`src/rtl/dscp_map_pkg.sv`:
```
package dscp_map_pkg;

  // ********************************************************
  // sizes
  // ********************************************************
  localparam int CODE_W = 6;                    // code point width
  localparam int PRIO_W = 3;                    // 802.1p priority width
  localparam int ENTRIES = 64;                  // one entry per code point
  localparam int PORTS_DEF = 8;                 // default ingress port count
  localparam int PORT_W_DEF = 3;                // default port index width
  localparam int CU_W = 2;                      // unused low bits of ds octet

  // ********************************************************
  // register map (byte addresses, 32-bit words)
  // ********************************************************
  localparam logic [7:0] ADDR_CTRL = 8'h00;     // bit 0 global enable
  localparam logic [7:0] ADDR_PORT_EN = 8'h04;  // per-port enables
  localparam logic [7:0] ADDR_TABLE = 8'h08;    // index access: [13:8] code, [2:0] prio
  localparam logic [7:0] ADDR_STATUS = 8'h0c;   // frames remapped count
  localparam int CTRL_EN_BIT = 0;               // global enable position
  localparam int TBL_IDX_LSB = 8;               // code field position in table word
  localparam logic CTRL_EN_RST = 1'b0;          // classification off after reset
  localparam logic [31:0] PORT_EN_RST = 32'h0000_0000; // ports off after reset

endpackage

```
`src/rtl/prio_table_mem.sv`:
```
`timescale 1ns/1ps
// 64 x 3 table with two registered read ports, reloads defaults on reset
module prio_table_mem
  import dscp_map_pkg::*;
(
  input wire logic clk_i,
  input wire logic rst_i,
  input wire logic we_i,
  input wire logic [CODE_W-1:0] waddr_i,
  input wire logic [PRIO_W-1:0] wdata_i,
  input wire logic [CODE_W-1:0] laddr_i,
  output logic [PRIO_W-1:0] ldata_o,
  input wire logic [CODE_W-1:0] raddr_i,
  output logic [PRIO_W-1:0] rdata_o
);

  // ********************************************************
  // storage
  // ********************************************************
  logic [PRIO_W-1:0] mem_q [ENTRIES];  // flip-flop table so reset can reload it

  // each entry reloads its default group index on reset
  for (genvar g = 0; g < ENTRIES; g++) begin : g_ent
    always_ff @(posedge clk_i) begin
      if (rst_i) begin
        // group index is the top bits of the code, eight codes per group
        mem_q[g] <= PRIO_W'(g >> (CODE_W - PRIO_W));
      end else if (we_i && waddr_i == CODE_W'(g)) begin
        mem_q[g] <= wdata_i;
      end
    end
  end

  // registered read ports: lookup and bus readback
  always_ff @(posedge clk_i) begin
    ldata_o <= mem_q[laddr_i];
    rdata_o <= mem_q[raddr_i];
  end

endmodule

```
`src/rtl/frame_prio_stage.sv`:
```
`timescale 1ns/1ps
// delays the frame's side info to line up with the table read
module frame_prio_stage
  import dscp_map_pkg::*;
#(
  parameter int PORT_W = PORT_W_DEF
)(
  input wire logic clk_i,
  input wire logic rst_i,
  input wire logic valid_i,
  input wire logic ip_i,
  input wire logic [PORT_W-1:0] port_i,
  input wire logic [PRIO_W-1:0] prio_i,
  output logic valid_o,
  output logic ip_o,
  output logic [PORT_W-1:0] port_o,
  output logic [PRIO_W-1:0] prio_o
);

  // valid must reset; data fields are qualified by it
  always_ff @(posedge clk_i) begin
    if (rst_i) begin
      valid_o <= 1'b0;
      ip_o <= 1'b0;
      port_o <= '0;
      prio_o <= '0;
    end else begin
      valid_o <= valid_i;
      ip_o <= ip_i;
      port_o <= port_i;
      prio_o <= prio_i;
    end
  end

endmodule

```
`src/rtl/dscp_priority_mapper.sv`:
```
// Added by the designer: the register addresses and the Wishbone interface to the registers.
`timescale 1ns/1ps
// ingress classifier: ds code point to 802.1p priority
module dscp_priority_mapper
  import dscp_map_pkg::*;
#(
  parameter int PORTS = PORTS_DEF,
  parameter int PORT_W = PORT_W_DEF
)(
  input wire logic clk_i,
  input wire logic rst_i,
  // wishbone classic slave
  input wire logic cyc_i,
  input wire logic stb_i,
  input wire logic we_i,
  input wire logic [7:0] adr_i,
  input wire logic [3:0] sel_i,
  input wire logic [31:0] dat_i,
  output logic [31:0] dat_o,
  output logic ack_o,
  // frame from parser
  input wire logic frm_valid_i,
  input wire logic frm_ip_i,
  input wire logic [7:0] frm_ds_i,
  input wire logic [PORT_W-1:0] frm_port_i,
  input wire logic [PRIO_W-1:0] frm_prio_i,
  // frame to queueing
  output logic out_valid_o,
  output logic [PRIO_W-1:0] out_prio_o,
  output logic [PORT_W-1:0] out_port_o,
  output logic [PRIO_W-1:0] out_prec_o,
  output logic out_mapped_o
);

  // ********************************************************
  // elaboration checks
  // ********************************************************
  if (PORTS < 1 || PORTS > 32) begin : g_bad_ports
    $error("PORTS must be 1..32");
  end
  if ((1 << PORT_W) < PORTS) begin : g_bad_pw
    $error("PORT_W too narrow for PORTS");
  end

  // ********************************************************
  // registers
  // ********************************************************
  logic en_q;                    // global classification enable
  logic [PORTS-1:0] port_en_q;   // per-port enables
  logic [31:0] map_cnt_q;        // frames whose priority came from the table
  logic ack_q;                   // bus acknowledge
  logic [31:0] rdat_q;           // registered read data
  logic [CODE_W-1:0] rd_idx_q;   // code of the table read

  // decode of a bus address, used by write and read paths
  function automatic logic hit(input logic [7:0] a, input logic [7:0] ofs);
    return a == ofs;
  endfunction

  logic req;       // fresh request, not yet acked
  logic wr;        // write taking effect at this ack
  logic tbl_we;    // table write strobe
  assign req = cyc_i && stb_i && !ack_q;
  assign wr = req && we_i;
  assign tbl_we = wr && hit(adr_i, ADDR_TABLE) && sel_i[1] && sel_i[0];

  // ********************************************************
  // lookup path
  // ********************************************************
  logic [CODE_W-1:0] code;         // upper six bits of the ds octet
  logic [PRIO_W-1:0] tbl_prio;     // registered table output
  logic [PRIO_W-1:0] tbl_rd;       // bus readback
  logic [PRIO_W-1:0] prec_q;       // legacy precedence, aligned
  logic s_valid;
  logic s_ip;
  logic [PORT_W-1:0] s_port;
  logic [PRIO_W-1:0] s_prio;

  // low two unused bits are dropped
  assign code = frm_ds_i[7:CU_W];

  // software writes go straight into the table used by lookups
  prio_table_mem u_mem (
    .clk_i(clk_i),
    .rst_i(rst_i),
    .we_i(tbl_we),
    .waddr_i(dat_i[TBL_IDX_LSB +: CODE_W]),
    .wdata_i(dat_i[PRIO_W-1:0]),
    .laddr_i(code),
    .ldata_o(tbl_prio),
    .raddr_i(rd_idx_q),
    .rdata_o(tbl_rd)
  );

  frame_prio_stage #(.PORT_W(PORT_W)) u_stage (
    .clk_i(clk_i),
    .rst_i(rst_i),
    .valid_i(frm_valid_i),
    .ip_i(frm_ip_i),
    .port_i(frm_port_i),
    .prio_i(frm_prio_i),
    .valid_o(s_valid),
    .ip_o(s_ip),
    .port_o(s_port),
    .prio_o(s_prio)
  );

  // precedence bits are the top three code bits, kept for consistency
  always_ff @(posedge clk_i) begin
    if (rst_i) begin
      prec_q <= '0;
    end else begin
      prec_q <= code[CODE_W-1 -: PRIO_W];
    end
  end

  logic use_map;  // frame takes the table priority
  assign use_map = en_q && s_ip && port_en_q[s_port];

  // output stage: table priority or the arrival priority
  always_ff @(posedge clk_i) begin
    if (rst_i) begin
      out_valid_o <= 1'b0;
      out_prio_o <= '0;
      out_port_o <= '0;
      out_prec_o <= '0;
      out_mapped_o <= 1'b0;
    end else begin
      out_valid_o <= s_valid;
      out_port_o <= s_port;
      out_prec_o <= prec_q;
      out_mapped_o <= s_valid && use_map;
      out_prio_o <= use_map ? tbl_prio : s_prio;
    end
  end

  // count remapped frames for software visibility
  always_ff @(posedge clk_i) begin
    if (rst_i) begin
      map_cnt_q <= '0;
    end else if (s_valid && use_map) begin
      map_cnt_q <= map_cnt_q + 32'h0000_0001;
    end
  end

  // ********************************************************
  // wishbone slave
  // ********************************************************
  // control writes, byte lane 0 only for the enable
  always_ff @(posedge clk_i) begin
    if (rst_i) begin
      en_q <= CTRL_EN_RST;
      port_en_q <= PORT_EN_RST[PORTS-1:0];
    end else if (wr) begin
      if (hit(adr_i, ADDR_CTRL) && sel_i[0]) begin
        en_q <= dat_i[CTRL_EN_BIT];
      end
      if (hit(adr_i, ADDR_PORT_EN)) begin
        for (int b = 0; b < PORTS; b++) begin
          if (sel_i[b/8]) begin
            port_en_q[b] <= dat_i[b];
          end
        end
      end
    end
  end

  // ack one cycle after the request; table reads need an extra cycle
  // so the indexed entry has settled in the memory's read register
  logic tbl_wait_q;
  always_ff @(posedge clk_i) begin
    if (rst_i) begin
      ack_q <= 1'b0;
      tbl_wait_q <= 1'b0;
      rd_idx_q <= '0;
      rdat_q <= '0;
    end else begin
      ack_q <= 1'b0;
      if (req && !we_i && hit(adr_i, ADDR_TABLE) && !tbl_wait_q) begin
        tbl_wait_q <= 1'b1;  // wait one cycle for the readback port
      end else if (req) begin
        tbl_wait_q <= 1'b0;
        ack_q <= 1'b1;
        case (adr_i)
          ADDR_CTRL: rdat_q <= {31'h0, en_q};
          ADDR_PORT_EN: rdat_q <= 32'(port_en_q);
          // index and entry merge here so the read data leave from a flop
          ADDR_TABLE: rdat_q <= (32'(rd_idx_q) << TBL_IDX_LSB) | 32'(tbl_rd);
          ADDR_STATUS: rdat_q <= map_cnt_q;
          default: rdat_q <= 32'h0000_0000;  // unmapped reads zero
        endcase
      end
      if (tbl_we) begin
        rd_idx_q <= dat_i[TBL_IDX_LSB +: CODE_W];  // select entry for readback
      end
    end
  end

  // read data and ack leave the block straight from their registers
  assign dat_o = rdat_q;
  assign ack_o = ack_q;
endmodule

```
`config.mk`:
```
export PLATFORM = sky130hd
export DESIGN_NAME = dscp_priority_mapper
export DESIGN_NICKNAME = d
export VERILOG_FILES = /design/src/rtl/dscp_map_pkg.sv /design/src/rtl/prio_table_mem.sv /design/src/rtl/frame_prio_stage.sv /design/src/rtl/dscp_priority_mapper.sv
export SDC_FILE = /design/constraint.sdc
export NUM_CORES = 1
export LEC_CHECK = 0
export ABC_AREA = 1
export BUFFER_PORTS_ARGS = -buffer_cell sky130_fd_sc_hd__buf_2
export CAP_MARGIN = 10
export CORE_MARGIN = 2
export CORE_UTILIZATION = 55
export DETAILED_ROUTE_END_ITERATION = 10
export PLACE_DENSITY_LB_ADDON = 0.05
export SETUP_SLACK_MARGIN = 0.15
export SLEW_MARGIN = 20
export SYNTH_ARGS = -nofsm -noshare
export SYNTH_HDL_FRONTEND = slang
export SYNTH_HIERARCHICAL = 1
export SYNTH_SLANG_ARGS = --single-unit
export TNS_END_PERCENT = 100
```
`constraint.sdc`:
```
create_clock -name clk_i -period 2.3 [get_ports clk_i]
set_input_delay 0.115 -clock clk_i [delete_from_list [all_inputs] [get_ports clk_i]]
set_output_delay 0.115 -clock clk_i [all_outputs]
set_load 0.01 [all_outputs]
```
* Word level (Yosys, flattened, before mapping)
Memory sizes are Yosys's and may differ from the RTL's. A register that Yosys moved wholly into a read port is not among the register bits.
Index checks and enable logic that the tools add are counted.
** Cells by class
- $add $sub $neg :: 1
- Multiplexer cells :: 265
- Order comparisons :: 1
- Reductions and logical operators :: 87
- Eq/ne operators :: 66
- Bitwise operators :: 66
** Operators by type and width (count)
- $mux W1 :: 198
- $mux W3 :: 65
- $eq A6 B6 Y1 const B :: 32
- $pmux W32 S4 :: 1
- $eq A6 B5 Y1 const B :: 16
- $logic_and A1 B1 Y1 :: 77
- $or A1 B1 Y1 :: 64
- $eq A6 B4 Y1 const B :: 8
- $add A32 B1 Y32 const B :: 1
- $eq A6 B3 Y1 const B :: 4
- $eq A8 B4 Y1 const B :: 2
- $or A14 B3 Y14 :: 1
- $eq A6 B2 Y1 const B :: 2
- $eq A8 B3 Y1 const B :: 1
- $logic_not A8 Y1 :: 1
- $eq A6 B1 Y1 const B :: 1
- $logic_not A6 Y1 :: 1
- $lt A3 B4 Y1 const B :: 1
- $reduce_and A2 Y1 :: 2
- $bmux W1 S3 :: 1
- $logic_not A1 Y1 :: 3
- $reduce_and A3 Y1 :: 1
- $reduce_bool A2 Y1 :: 1
- $reduce_or A2 Y1 :: 1
- $not A1 Y1 :: 1
** Storage, ports and cells
- Bits in registers :: 103
- Word-level logic and storage cells :: 504
- RAM bits :: 192
- Memories :: 1
- Output and inout port bits :: 44
- Input port bits :: 65
** Memories
- u_mem.mem_q :: depth 64, width 3, rd ports 2, clocked after memory_dff 2, wr ports 64, RTL line prio_table_mem.sv:20 : logic [PRIO_W-1:0] mem_q [ENTRIES];

* Longest topological paths before layout
- Depth after elaboration :: 11
- Depth in mapped cells :: 12
- Mapped depth without buffers :: 11

* Hierarchy
Netlist, hierarchy kept.
** Modules (own cells, without submodules)
- prio_table_mem :: cells an instance 1572, times used 1, area each 11732.5 um^2, sequential area each 5885.6 um^2
- dscp_priority_mapper :: cells an instance 682, times used 1, area each 4566.9 um^2, sequential area each 1901.8 um^2
- frame_prio_stage :: cells an instance 25, times used 1, area each 231.5 um^2, sequential area each 160.2 um^2

* Worst setup path after synthesis
OpenSTA, ideal clock, no wires.
- Path kind :: reg2reg
- Start point :: register ack_q, in the netlist ack_o
- End point :: memory u_mem.mem_q[17][0], enable pin
- Required time :: 1.956 ns
- Arrival time :: 1.879 ns
- Setup slack :: 0.076 ns
- Stages on the path, launching flop included :: 11
- Clock period less this slack :: 2.224 ns
- Cells stage by stage :: dfxtp_1 > inv_1 > nand3_1 > nor2_1 > nand2_1 > nor2_1 > inv_1 > nor3_4 > inv_2 > buf_2 > o21ai_0
** RTL lines
- from (decl) :: RTL line dscp_priority_mapper.sv:51 : logic ack_q;
- from (signal assigned) :: RTL line dscp_priority_mapper.sv:173 : ack_q <= 1'b0;
- from (signal assigned) :: RTL line dscp_priority_mapper.sv:178 : ack_q <= 1'b0;
- from (signal assigned) :: RTL line dscp_priority_mapper.sv:183 : ack_q <= 1'b1;
- to (decl) :: RTL line prio_table_mem.sv:20

==> results.ini <==
[timing]
min_period_ns = 2.07
skew_ns = 0.0149
setup_viol = 0
tns_ns = 0
worstMarginPinSlew_ns = 0.585
relSlewSlack_pct = 60.9
slew_viol_final = 0
finalCritPeriodShare_pct = 90.1
hold_viol_final = 0
max_freq_mhz = 482
layout_setup_ws_ns = 0.227
rsz0062_at_grt = true

[die]
core_area_mm2 = 0.0296
die_y_um = 177
die_area_mm2 = 0.0315
start_util_pct = 55.8
row_count = 63
ioPinCount = 109
die_x_um = 177

[power]
sw_frac_of_total_pct = 23.8
ir_drop_mv = 0.536
p_switching_mw = 2.87
p_comb_share_pct = 7.7
seq_power_share_pct = 48.7
powerDensity_mw_per_mm2 = 643
intPower_mw = 9.17
leakage_nw = 7.52
p_clk_share_pct = 43.6

[clock_tree]
root_buffer = clkbuf_16
h-tree-depth = 2
cts_made_buffers = 35
cts_tree = done
max-clock-path-buffers = 3
clk_latency_ns = 0.52
clk_pin_slew_ns = 0.06
cts.sinks = 301
post-cts-setup-buffers = 0

[logic_synthesis]
synth_area_mm2 = 0.0165
yosysWarnings = 6
synthSimpleGateAreaFrac_pct = 41.1
synth_top_area_cell = edfxtp_1
synthCells = 2279
synth_top_area_share_pct = 34.9
synth_fa_ha_area_share_pct = 0.0757
synth_edf_count = 192
ys_ff_latch = 301
synth_fp_nets = 2345
ys_seq_area_share_pct = 48.1
ys_types = 37
yosysMostFrequentCell = nand2_1
synth.area.mux_share_pct = 0
synth-xor-area-share_pct = 0.0530
synth_compound_area_share_pct = 3.54
synth_common_cells = nand2_1 (838), nand3_1 (391), nor2_1 (242)
synthTopCellsByArea = edfxtp_1 (35%), nand2_1 (19%), dfxtp_1 (13%)
async_reset_ff_share_pct = 0
synthFlopType = edfxtp_1
synth_top_family_by_area = simple AND/OR/NAND/NOR gates
syn_avg_cell_area_um2 = 7.25

[outcome]
status = completed

[setup_path]
rr_worst_depth = 9
path_class = reg2reg
crit_fanout = 25
critPathRequiredTime_ns = 2.47
r2r_end = u_mem/mem_q[35][0]$_SDFFCE_PN0P_
critPathLaunchType = register
worstPathArrival_ns = 2.24
cp-end-kind = register
r2r-start = ack_o$_SDFF_PP0_
reg2reg_slack_ns = 0.23

[routing]
wire_per_inst_um = 17.7
via_per_inst = 5.69
drt_iter0_markers = 1422
drt-total-wl_um = 48800
ant_nets = 0
firstDrtPassIters = 8
vias = 15700
drc = 0

[grt]
antenna_found_initial = 0
grt_pass1_wl_um = 76900
track_usage_pct = 31.2
grt_pass1_vias = 14800
grt_max_degree = 97
grt.overflow.total = 0

[worst_hold_path]
whs_path_depth = 3
hold_end = rd_idx_q[3]$_SDFFE_PP0P_
holdCritPathClass = in2reg
hold_start = dat_i[11]

[place]
place_ws_ns = 0.0473
port_buffers = 86
gp_congestion = 0.976
dp_hpwl_um = 32200

[final_layout]
register_area_mm2 = 0.00795
drive_gt1_share_pct = 11.1
diodes = 0
syn2layout_area_growth_pct = 13.3
fill_cells = 2701
finalNetCount = 2403
multi_input_area_mm2 = 0.00741

[job]
max_cap_violations = 0

## metrics by stage
stage / cells / cell area, um2 / utilization (%) / power, mW / hold slack [ns]
after floorplan: 2279 / 16500 / - / 6.53 / 0.222
after global routing: 2752 / 18700 / 63.2 / 12.4 / 0.0171
after global placement: 2664 / 17400 / 58.6 / 6.83 / 0.315
after detailed placement: 2664 / 17400 / 58.6 / 6.85 / 0.326
after CTS: 2752 / 18700 / 63.1 / 12.1 / 0.00355
final: 2752 / 18700 / 63.2 / 12.0 / 0.0188
## power by group through the flow
stage	logic (mW)	registers, mW	clock network, mW
floorplan	0.562	5.97	0
global placement	0.852	5.98	0
detailed placement	0.870	5.98	0
CTS	0.909	5.87	5.33
global route	1.01	5.88	5.55
finish	0.929	5.87	5.25
## registers in the layout, summed over array words and instances, names as in the netlist, 3 cells and up
signal          cells
dat_o              32
map_cnt_q          32
out_prio_o          3
u_mem/mem_q       192
u_stage/prio_o      3
prec_q              3
out_prec_o          3
out_port_o          3
u_stage/port_o      3
port_en_q           8
u_mem/rdata_o       3
u_mem/ldata_o       3
rd_idx_q            6
## cell usage in the layout, fill, tap and decap left out, types with 8 or more instances in the layout
cell type      count
nor4_1             9
nor2_2            10
nand2_1          838
edfxtp_1         192
nor3_1            38
dlygate4sd3_1     26
nor2_1           238
o21ai_0           35
nand2_2           13
a21oi_1           30
buf_12            13
clkbuf_16         35
inv_2             14
buf_4             40
nor3_2            10
o21ai_1           36
dfxtp_1          107
nand3_1          391
buf_2             85
inv_1            127
clkinv_2           8
## repair_timing
| item | 4_1_cts | 5_1_grt |
|---|---|---|
| setup endpoints to repair | 59 | 235 |
| resized for setup | 12 | 16 |
| hold buffers | 26 | 0 |
| endpoints found under the hold margin | 42 | 0 |
## critical path, cell delays in order (launching register included)
cell and delay [ns]:
dfxtp_1 0.30, inv_1 0.04, nand3_1 0.12, nor2_1 0.16, nand2_1 0.08, nor2_2 0.18
inv_2 0.12, nor3_4 0.18, inv_4 0.15, o21ai_0 0.39
## kinds of logic after synthesis
logic type | after synthesis
AOI/OAI and AO/OA | 111
DFF | 301
xor gates and xnor gates | 1
adders and majority gates | 1
and+or+nand+nor | 1576
buffers and inverters | 289
## area by class of cell
| type | instances | area share, % |
|---|---|---|
| sequential | 301 | 42.4 |
| multi-input combinational | 1689 | 39.6 |
| timing repair buffer | 164 | 6.65 |
| clock buffer | 43 | 4.94 |
| inverter | 146 | 2.99 |
| tap | 390 | 2.61 |
| clock inverter | 19 | 0.788 |
## per-layer routing
metal	track usage [%]	share of wire, %
met4	12.5	3.4
met3	3.53	7.6
met1	39.1	40
met5	0	0
met2	55.0	49
## worst max path at each step
| stage | startpoint | end | cells past startpoint |
|---|---|---|---|
| global route | ack_o$_SDFF_PP0_ | u_mem/mem_q[35][0]$_SDFFCE_PN0P_ | 9 |
| finish | ack_o$_SDFF_PP0_ | u_mem/mem_q[35][0]$_SDFFCE_PN0P_ | 9 |
| detailed placement | ack_o$_SDFF_PP0_ | u_mem/mem_q[50][0]$_SDFFCE_PN0P_ | 9 |
| floorplan | ack_o$_SDFF_PP0_ | u_mem/mem_q[17][0]$_SDFFCE_PN0P_ | 10 |
| CTS | ack_o$_SDFF_PP0_ | u_mem/mem_q[17][2]$_SDFFCE_PN0P_ | 9 |
| global placement | ack_o$_SDFF_PP0_ | u_mem/mem_q[51][1]$_SDFFCE_PN1P_ | 9 |
(Power assumes the default switching activity.)
